**src/pkg/nfh_cfg.svh**
```systemverilog
`ifndef NFH_CFG_SVH
`define NFH_CFG_SVH
// Timing in ns at 40 MHz
`define NFH_CLK_NS        25
`define NFH_T_FULL_NS     55
`define NFH_T_PACC_NS     20
`define NFH_T_WP_NS       50
`define NFH_T_RP_NS       500
`define NFH_T_RH_NS       200
`define NFH_CYC_MIN(t)    ((((t) + `NFH_CLK_NS - 1) / `NFH_CLK_NS) < 1 ? 1 : (((t) + `NFH_CLK_NS - 1) / `NFH_CLK_NS))
`define NFH_FULL_CYC      `NFH_CYC_MIN(`NFH_T_FULL_NS)
`define NFH_PACC_CYC      `NFH_CYC_MIN(`NFH_T_PACC_NS)
`define NFH_WP_CYC        `NFH_CYC_MIN(`NFH_T_WP_NS)
`define NFH_RP_CYC        `NFH_CYC_MIN(`NFH_T_RP_NS)
`define NFH_RH_CYC        `NFH_CYC_MIN(`NFH_T_RH_NS)
// Field positions
`define NFH_PAGE_LSB      3
`define NFH_BANK_BITS     3
// Command codes
`define NFH_UNLOCK_A1     16'h0555
`define NFH_UNLOCK_D1     16'h00AA
`define NFH_UNLOCK_A2     16'h02AA
`define NFH_UNLOCK_D2     16'h0055
`define NFH_PROG_CMD      16'h00A0
`define NFH_RESET_CMD     16'h00F0
`endif

```
**src/pkg/nfh_pkg.sv**
```systemverilog
package nfh_pkg;
    typedef enum logic [2:0] {
        NFH_OP_READ,
        NFH_OP_WRITE,
        NFH_OP_PROG,
        NFH_OP_BYPASS_PROG,
        NFH_OP_RESET
    } nfh_op_t;

    typedef enum logic [1:0] {
        NFH_BANK_A,
        NFH_BANK_B,
        NFH_BANK_C,
        NFH_BANK_D
    } nfh_bank_t;

    typedef enum {
        NFH_ST_IDLE,
        NFH_ST_RSTLOW,
        NFH_ST_RSTREC,
        NFH_ST_READ,
        NFH_ST_WRITE,
        NFH_ST_WGAP
    } nfh_state_t;
endpackage

```
**src/hdl/nfh_bank_dec.sv**
```systemverilog
`timescale 1ns/1ps
module nfh_bank_dec
    import nfh_pkg::*;
(
    input  wire logic [2:0] bank_bits,
    output nfh_bank_t       bank
);
    // Three top address bits to bank
    always_comb begin
        unique case (bank_bits)
            3'h0: bank = NFH_BANK_A;
            3'h1, 3'h2, 3'h3: bank = NFH_BANK_B;
            3'h4, 3'h5, 3'h6: bank = NFH_BANK_C;
            default: bank = NFH_BANK_D;
        endcase
    end
endmodule // nfh_bank_dec

```
**src/hdl/nfh_host.sv**
```systemverilog
//////////////////////////////////////////////////////////////////////////////
// Summary of operation
// RULE_01: Reads drive chip select, gate low, strobe high
// RULE_02: Data bus released whenever gate is low
// RULE_03: Array reads need no command after reset
// RULE_04: Bank stays read mode until command write
// RULE_05: Low three address bits pick page word
// RULE_06: Same page reads use short access time
// RULE_07: Top three address bits select bank
// RULE_08: Other banks readable during busy
// RULE_09: Writes drive strobe, select low, gate high
// RULE_10: Command cycles carry address and data
// RULE_11: Bypass program uses two write cycles
// RULE_12: Erase commands target sector address bits
// RULE_13: High-voltage accel level gives bypass mode
// RULE_14: Accel level only for two-cycle programming; the code also raises it while idle
// RULE_15: Protect input high for edge sector writes
// RULE_16: Identification reads use standard read timing
// RULE_17: Reset high-voltage level gives temporary unprotect
// RULE_18: Low reset aborts, device ignores bus
// RULE_19: Deselected device floats data outputs
// RULE_20: Busy output low during algorithms and reset
// RULE_21: High-voltage levels are separate mode outputs
//////////////////////////////////////////////////////////////////////////////
`timescale 1ns/1ps
`include "nfh_cfg.svh"
module nfh_host
    import nfh_pkg::*;
#(
    parameter int ADDR_W  = 23,
    parameter int DATA_W  = 16,
    parameter int RP_CYC  = `NFH_RP_CYC,
    parameter int RH_CYC  = `NFH_RH_CYC
)(
    input  wire logic              clk,
    input  wire logic              reset_n,
    input  wire logic              req_valid,
    output logic                   req_ready,
    input  wire nfh_op_t           req_op,
    input  wire logic [ADDR_W-1:0] req_addr,
    input  wire logic [DATA_W-1:0] req_wdata,
    input  wire logic              accel_req,
    input  wire logic              unprotect_req,
    input  wire logic              edge_protect,
    output logic                   rsp_valid,
    output logic [DATA_W-1:0]      rsp_rdata,
    output nfh_bank_t              rsp_bank,
    output logic                   busy,
    output logic [ADDR_W-1:0]      address_pins,
    output logic [DATA_W-1:0]      data_pins_out,
    output logic                   data_pins_oe,
    input  wire logic [DATA_W-1:0] data_pins_in,
    output logic                   chip_sel_n,
    output logic                   out_gate_n,
    output logic                   wr_strobe_n,
    output logic                   flash_reset_n,
    output logic                   reset_hv,
    output logic                   protect_accel_in,
    output logic                   accel_hv,
    input  wire logic              ready_busy_out
);
    if (ADDR_W < 12 || DATA_W != 16 || RP_CYC < 1 || RH_CYC < 1) begin : g_bad_param
        $error("nfh_host: unsupported parameters");
    end

    localparam int CNT_W = 16;
    localparam logic [CNT_W-1:0] FULL_C = CNT_W'(`NFH_FULL_CYC);
    localparam logic [CNT_W-1:0] PACC_C = CNT_W'(`NFH_PACC_CYC);
    localparam logic [CNT_W-1:0] WP_C   = CNT_W'(`NFH_WP_CYC);
    localparam logic [CNT_W-1:0] RP_C   = CNT_W'(RP_CYC);
    localparam logic [CNT_W-1:0] RH_C   = CNT_W'(RH_CYC);

    //////////////////////////////////////////////////////////////////////////
    // Reset release
    logic rst_s1;
    logic rst_s2;
    always_ff @(posedge clk or negedge reset_n) begin
        if (!reset_n) begin
            rst_s1 <= 1'b0;
            rst_s2 <= 1'b0;
        end else begin
            rst_s1 <= 1'b1;
            rst_s2 <= rst_s1;
        end
    end
    wire logic rst_n = rst_s2;

    function automatic logic same_page(input logic [ADDR_W-1:0] a, input logic [ADDR_W-1:0] b);
        return a[ADDR_W-1:`NFH_PAGE_LSB] == b[ADDR_W-1:`NFH_PAGE_LSB];
    endfunction

    //////////////////////////////////////////////////////////////////////////
    // Bank decode
    nfh_bank_t req_bank;
    nfh_bank_dec u_bank (
        .bank_bits (req_addr[ADDR_W-1 -: `NFH_BANK_BITS]),   // see RULE_07
        .bank      (req_bank)
    );

    //////////////////////////////////////////////////////////////////////////
    // Sequencer
    nfh_state_t        state, next_state;
    logic [CNT_W-1:0]  cnt, next_cnt;
    logic [1:0]        seq, next_seq;
    logic [1:0]        seq_len, next_seq_len;
    logic [ADDR_W-1:0] addr, next_addr;
    logic [DATA_W-1:0] wdata, next_wdata;
    logic [ADDR_W-1:0] last_addr, next_last_addr;
    logic              page_ok, next_page_ok;
    logic              cs_n, next_cs_n;
    logic              oe_n, next_oe_n;
    logic              we_n, next_we_n;
    logic              drv, next_drv;
    logic              frst_n, next_frst_n;
    logic              rvalid, next_rvalid;
    logic [DATA_W-1:0] rdata, next_rdata;
    nfh_bank_t         rbank, next_rbank;
    nfh_op_t           op, next_op;
    logic [ADDR_W-1:0] taddr, next_taddr;
    logic [DATA_W-1:0] tdata, next_tdata;

    function automatic logic [ADDR_W+DATA_W-1:0] seq_word(input logic [1:0] i, input logic [1:0] len,
                                                          input logic [ADDR_W-1:0] a, input logic [DATA_W-1:0] d);
        logic [ADDR_W-1:0] ua;
        ua = a;
        if (i == len) begin
            return {a, d};
        end
        ua[`NFH_PAGE_LSB+8:0] = '0;
        // Unlock cycles at target address with bits 11:0 cleared; last-but-one is program code
        if (len == 2'd3 && i == 2'd0) return {ua | ADDR_W'(`NFH_UNLOCK_A1), `NFH_UNLOCK_D1};
        if (len == 2'd3 && i == 2'd1) return {ua | ADDR_W'(`NFH_UNLOCK_A2), `NFH_UNLOCK_D2};
        return {ua | ADDR_W'(`NFH_UNLOCK_A1), `NFH_PROG_CMD};
    endfunction

    always_comb begin
        next_state     = state;
        next_cnt       = (cnt != '0) ? cnt - 1'b1 : cnt;
        next_seq       = seq;
        next_seq_len   = seq_len;
        next_addr      = addr;
        next_wdata     = wdata;
        next_last_addr = last_addr;
        next_page_ok   = page_ok;
        next_cs_n      = cs_n;
        next_oe_n      = oe_n;
        next_we_n      = we_n;
        next_drv       = drv;
        next_frst_n    = frst_n;
        next_rvalid    = 1'b0;
        next_rdata     = rdata;
        next_rbank     = rbank;
        next_op        = op;
        next_taddr     = taddr;
        next_tdata     = tdata;
        unique case (state)
            NFH_ST_IDLE: begin
                if (req_valid) begin
                    next_addr  = req_addr;
                    next_wdata = req_wdata;
                    next_op    = req_op;
                    next_rbank = req_bank;
                    unique case (req_op)
                        NFH_OP_READ: begin
                            // Gate low, strobe high, select low; see RULE_01
                            next_state = NFH_ST_READ;
                            next_cs_n  = 1'b0;
                            next_oe_n  = 1'b0;
                            next_we_n  = 1'b1;
                            next_drv   = 1'b0;                       // see RULE_02
                            next_cnt   = (page_ok && same_page(req_addr, last_addr)) ? PACC_C : FULL_C; // see RULE_06
                        end
                        NFH_OP_RESET: begin
                            next_state  = NFH_ST_RSTLOW;           // see RULE_18
                            next_frst_n = 1'b0;
                            next_cs_n   = 1'b1;
                            next_oe_n   = 1'b1;
                            next_we_n   = 1'b1;
                            next_drv    = 1'b0;
                            next_page_ok = 1'b0;
                            next_cnt    = RP_C;
                        end
                        default: begin
                            // Command or program cycles; see RULE_10 RULE_11 RULE_12
                            next_seq_len = (req_op == NFH_OP_PROG) ? 2'd3 :
                                           (req_op == NFH_OP_BYPASS_PROG) ? 2'd1 : 2'd0;
                            next_seq     = 2'd0;
                            {next_taddr, next_tdata} = {req_addr, req_wdata};
                            next_state   = NFH_ST_WRITE;
                            next_page_ok = 1'b0;
                            {next_addr, next_wdata} = seq_word(2'd0, next_seq_len, req_addr, req_wdata);
                            next_cs_n  = 1'b0;                     // see RULE_09
                            next_oe_n  = 1'b1;
                            next_we_n  = 1'b0;
                            next_drv   = 1'b1;
                            next_cnt   = WP_C;
                        end
                    endcase
                end else begin
                    // Deselect between requests; page restarts at full time
                    next_cs_n    = 1'b1;                           // see RULE_19
                    next_oe_n    = 1'b1;
                    next_page_ok = 1'b0;
                end
            end
            NFH_ST_READ: begin
                if (cnt == '0) begin
                    next_rdata     = data_pins_in;                 // see RULE_03 RULE_16
                    next_rvalid    = 1'b1;
                    next_last_addr = addr;
                    next_page_ok   = 1'b1;                         // see RULE_05
                    next_state     = NFH_ST_IDLE;
                    if (!req_valid || req_op != NFH_OP_READ) begin
                        next_oe_n = 1'b1;
                    end
                end
            end
            NFH_ST_WRITE: begin
                if (cnt == '0) begin
                    next_we_n  = 1'b1;
                    next_state = NFH_ST_WGAP;
                    next_cnt   = WP_C;
                end
            end
            NFH_ST_WGAP: begin
                if (cnt == '0) begin
                    if (seq == seq_len) begin
                        next_drv   = 1'b0;
                        next_cs_n  = 1'b1;
                        next_rvalid = 1'b1;
                        next_state = NFH_ST_IDLE;
                    end else begin
                        next_seq = seq + 2'd1;
                        {next_addr, next_wdata} = seq_word(seq + 2'd1, seq_len, taddr, tdata);
                        next_we_n  = 1'b0;
                        next_cnt   = WP_C;
                        next_state = NFH_ST_WRITE;
                    end
                end
            end
            NFH_ST_RSTLOW: begin
                if (cnt == '0) begin
                    next_frst_n = 1'b1;
                    next_cnt    = RH_C;
                    next_state  = NFH_ST_RSTREC;
                end
            end
            NFH_ST_RSTREC: begin
                if (cnt == '0 && ready_busy_out) begin
                    next_rvalid = 1'b1;
                    next_state  = NFH_ST_IDLE;
                end
            end
        endcase
    end

    always_ff @(posedge clk or negedge rst_n) begin
        if (!rst_n) begin
            state     <= NFH_ST_IDLE;
            cnt       <= '0;
            seq       <= 2'd0;
            seq_len   <= 2'd0;
            addr      <= '0;
            wdata     <= '0;
            last_addr <= '0;
            page_ok   <= 1'b0;
            cs_n      <= 1'b1;
            oe_n      <= 1'b1;
            we_n      <= 1'b1;
            drv       <= 1'b0;
            frst_n    <= 1'b1;
            rvalid    <= 1'b0;
            rdata     <= '0;
            rbank     <= NFH_BANK_A;
            op        <= NFH_OP_READ;
            {taddr, tdata} <= '0;
        end else begin
            state     <= next_state;
            cnt       <= next_cnt;
            seq       <= next_seq;
            seq_len   <= next_seq_len;
            addr      <= next_addr;
            wdata     <= next_wdata;
            last_addr <= next_last_addr;
            page_ok   <= next_page_ok;
            cs_n      <= next_cs_n;
            oe_n      <= next_oe_n;
            we_n      <= next_we_n;
            drv       <= next_drv;
            frst_n    <= next_frst_n;
            rvalid    <= next_rvalid;
            rdata     <= next_rdata;
            rbank     <= next_rbank;
            op        <= next_op;
            {taddr, tdata} <= {next_taddr, next_tdata};
        end
    end

    //////////////////////////////////////////////////////////////////////////
    // Mode pins
    logic hv_acc, next_hv_acc;
    logic hv_rst, next_hv_rst;
    logic wp, next_wp;
    always_comb begin
        // Accel level only while idle or in a bypass program; see RULE_13 RULE_14 RULE_21
        next_hv_acc = accel_req && (state == NFH_ST_IDLE ? 1'b1 : (op == NFH_OP_BYPASS_PROG));
        next_hv_rst = unprotect_req && next_frst_n;               // see RULE_17
        next_wp     = !edge_protect;                               // see RULE_15
    end
    always_ff @(posedge clk or negedge rst_n) begin
        if (!rst_n) begin
            hv_acc <= 1'b0;
            hv_rst <= 1'b0;
            wp     <= 1'b1;
        end else begin
            hv_acc <= next_hv_acc;
            hv_rst <= next_hv_rst;
            wp     <= next_wp;
        end
    end

    //////////////////////////////////////////////////////////////////////////
    // Outputs
    assign req_ready        = (state == NFH_ST_IDLE);          // see RULE_04 RULE_08
    assign rsp_valid        = rvalid;
    assign rsp_rdata        = rdata;
    assign rsp_bank         = rbank;
    assign busy             = !ready_busy_out;                  // see RULE_20
    assign address_pins     = addr;
    assign data_pins_out    = wdata;
    assign data_pins_oe     = drv & oe_n;                       // see RULE_02
    assign chip_sel_n       = cs_n;
    assign out_gate_n       = oe_n;
    assign wr_strobe_n      = we_n;
    assign flash_reset_n    = frst_n;
    assign reset_hv         = hv_rst;
    assign protect_accel_in = wp | hv_acc;
    assign accel_hv         = hv_acc;
endmodule // nfh_host

```
**config.mk**
```make
export PLATFORM = sky130hd
export DESIGN_NAME = nfh_host
export DESIGN_NICKNAME = d
export VERILOG_FILES = /design/src/pkg/nfh_pkg.sv /design/src/hdl/nfh_bank_dec.sv /design/src/hdl/nfh_host.sv
export VERILOG_INCLUDE_DIRS = /design/src /design/src/pkg
export SDC_FILE = /design/constraint.sdc
export NUM_CORES = 1
export LEC_CHECK = 0
export ABC_CLOCK_PERIOD_IN_PS = 6100
export BUFFER_PORTS_ARGS = -buffer_cell sky130_fd_sc_hd__clkbuf_2
export CAP_MARGIN = 20
export CORE_ASPECT_RATIO = 1.1
export CORE_UTILIZATION = 56
export DETAILED_ROUTE_END_ITERATION = 7
export PLACE_DENSITY = 0.87
export SYNTH_ARGS = -nofsm -noshare
export SYNTH_HDL_FRONTEND = slang
export SYNTH_SLANG_ARGS = --single-unit
```
**constraint.sdc**
```tcl
create_clock -name clk -period 6.1 [get_ports clk]
set_input_delay 0.305 -clock clk [delete_from_list [all_inputs] [get_ports clk]]
set_output_delay 0.305 -clock clk [all_outputs]
set_load 0.02 [all_outputs]
```
==> results by group <==
Detailed routing
  • Final wirelength: 16800 um
  • Post-DR vias/cell: 5.79
  • Initial DRC count: 312
  • Remaining DRCs: 0
  • Final ANT Viol Nets: 0
  • Pre-Repair DR Iteration Count: 5
  • Via count: 5725
  • Drt wl/cell: 17.0 um

Clock network
  • CTS H-tree lvls: 4
  • Worst-path clk slew: 0.06 ns
  • Clock Latency Late Sink: 0.42 ns
  • Root Driver: clkbuf_16
  • Postcts setup bufs: 0
  • CTS max path bufs: 2
  • TritonCTS clock tree: yes
  • CTS buffer count: 17
  • Sink Count: 154

Setup path
  • CP Class: flip-flop to flip-flop
  • Nature of the critical path startpoint: flip-flop
  • R2R cell count: 5
  • Critical path endpoint category: flip-flop
  • Max Fanout on Critical Path: 67
  • Arr. time, crit path: 3.44 ns
  • Required @ worst endpoint: 6.40 ns
  • Worst flop-to-flop path startpoint: state[2]
  • Reg-to-reg critical path endpoint: address_pins[5]
  • R2r setup slk: 2.96 ns

Layout
  • Core Util, Final: 68.3%
  • # diodes: 0
  • Share of layout cells above drive strength 1: 30.1%
  • Area grow syn2layout: 19.0%
  • Filler-free cell count of the finished design: 988
  • Final-stage net count: 888

Timing
  • Worst Clk Skew: 0.00554 ns
  • Final Hold Slack: 0.0250 ns
  • Final Setup Violations: 0
  • Least-Margin Pin Slew: 0.985 ns
  • Max-slew violations: 0
  • Fmax: 0.319 GHz
  • Max_slew headroom: 34.2%
  • Clock period minus worst slack: 3.14 ns
  • RSZ-0062 raised after global routing: false
  • Total negative setup slack: 0 ns
  • Crit share post-route: 51.4%
  • Hold violation count in the final report: 0

Yosys
  • Post-synth top area cell: dfrtp_1
  • Most frequent cell after synthesis: dfrtp_1
  • Seq/Total Area, Yosys: 53.4%
  • Synth Net Count: 768
  • Warnings from Yosys: 0
  • Mapped Cells: 698
  • Ys flop type: dfrtp_1
  • Mapped cell area: 7230 sq um
  • Synth cell types: 59
  • Async SR Flop Fraction: 100%
  • Avg Inst Size Synth: 10.4 sq um
  • Most frequent cells after synthesis: 149 x dfrtp_1, 139 x nand2_1, 59 x nor2_1
  • Synthesized flop and latch total: 154
  • Number of flops mapped to enable cells by yosys: 0
  • Synth area leaders: dfrtp_1 52%, nand2_1 7.2%, mux2_2 6.2%
  • Yosys top cell area share: 51.6%

Hold path
  • Hold-critical path endpoint: wp
  • Hold Startpoint: edge_protect
  • Hold-critical path depth: 2
  • Hold/Removal Path Class: input pin to flip-flop

Power and ir drop
  • P per Cell Area: 279 nW/um^2
  • Leakage: 0.00415 uW
  • Combinational share of power: 7.3%
  • Pint: 1830 uW
  • VDD IR max: 0.217 mV
  • Clock group share of total power: 46.7%
  • Sw Pwr: 571 uW
  • Reg power frac: 46.0%
  • Sw frac: 23.8%
  • Final Total Pwr: 2400 uW

Placement
  • Buffers on Ports: 132
  • GP Congestion: 0.861
  • Dpl cells: 954
  • DP Wirelength: 11000 um

Global routing
  • Number of global-route vias before repair: 5640
  • Antenna violations before repair: 0
  • First-pass GRT wire length: 27600 um
  • Pin count of the biggest net entering global routing: 81
  • Total GRT Usage: 27.0%
  • Grt total ovfl: 0

Run status
  • Status: finished clean

Die
  • Die area: 13400 sq um
  • Die width: 110 um
  • Num rows: 43
  • Core area: 12600 sq um
  • Die height: 121 um
  • # IOs: 133
  • Initial Util: 57.4%

Run
  • Max-Cap Viols: 0
what timing repair did:
action                                 4_1_cts  5_1_grt
endpoints found under the hold margin        2        0
hold buffers                                 1        0
resized for setup                            0        0
worst max path at each step:
stage	startpoint	end	slack, ns	cells after the start
after floorplan	rst_n	accel_hv	1.50	0
after global placement	state[2]	data_pins_out[0]	3.12	5
after detailed placement	state[2]	data_pins_out[0]	3.01	5
after CTS	state[2]	data_pins_out[0]	2.99	5
after global routing	state[2]	address_pins[5]	2.79	5
final	state[2]	address_pins[5]	2.96	5
sequential cells by signal, indices dropped and copies added, names as in the netlist, 2 cells and up:
register and cells:
last_addr 20, rsp_rdata 16, seq 2, rsp_bank 2, data_pins_out 16, state 3, tdata 16, address_pins 23
seq_len 2, cnt 16, op 3, taddr 23
layer usage:
| layer | up-vias | wire length [um] | track usage (%) |
|---|---|---|---|
| met1 | 2827 | 7070 | 35.8 |
| li1 | 2649 | - | - |
| met3 | 26 | 969 | 6.71 |
| met4 | 0 | 263 | 8.39 |
| met2 | 223 | 8500 | 43.5 |
| met5 | - | 0 | 0 |
critical path: stages (launching register included):
cell and delay (ns):
dfrtp_1 0.64, nor2b_1 0.27, nand2_1 0.61, o41ai_4 0.45, buf_4 0.60, mux2_2 0.40
cell families (layout without fill, tap and decap cells):
group	Yosys count	after routing	synth area share (%)
compound gates	137	137	12.2
xor+xnor	36	36	4.36
fa+ha+maj	6	6	1.00
buf+inv	54	187	3.60
flops	154	154	53.4
mux	61	61	10.4
other cells	1	1	0.0519
simple gates	249	249	15.0
per-stage QoR:
stage	cell area (sq um)	setup slack (ns)
after CTS	8580	2.99
final	8600	2.96
after global placement	7940	3.12
after floorplan	7230	1.50
after global routing	8600	2.79
after detailed placement	7940	3.01
layout make-up:
type,instances,area [sq um]
tap,157,196
inverter,15,56.3
fill,920,3990
clock buffer,18,439
multi-input combinational,490,3120
clock inverter,14,194
timing repair buffer,140,736
sequential,154,3860
layout by cell type (no fill, tap or decap), drive strengths merged, types with 2 or more instances in the layout:
cell type  Yosys  final
nand4          9      9
a22oi         12     12
clkinvlp       0      2
xnor2         22     22
clkbuf        20    150
nor4           6      6
nor2b          3      3
and2           5      5
dfstp          5      5
o211ai         6      6
nand3         10     10
buf           19      7
nor2          59     59
o31ai          4      4
o21a           2      2
a21o           3      3
inv           15     18
or4            2      2
a41oi          2      2
ha             5      5
a31oi         21     21
bufinv         0      4
and3           3      3
xor2          14     14
o2111ai        3      3
mux2          58     58
dfrtp        149    149
o21ai         31     31
nand2b         3      3
nand2        139    139
mux2i          3      3
o311ai         2      2
nor3           8      8
a21oi         41     41
clkinv         0      5
power groups by stage:
stage	clock (uW)	sequential [uW]	combinational (uW)
final	1120	1100	175
after detailed placement	0	1120	172
after CTS	1130	1100	175
after global routing	1180	1110	196
after global placement	0	1120	167
after floorplan	0	1140	82.5
Power figures use the tool's default switching activity.
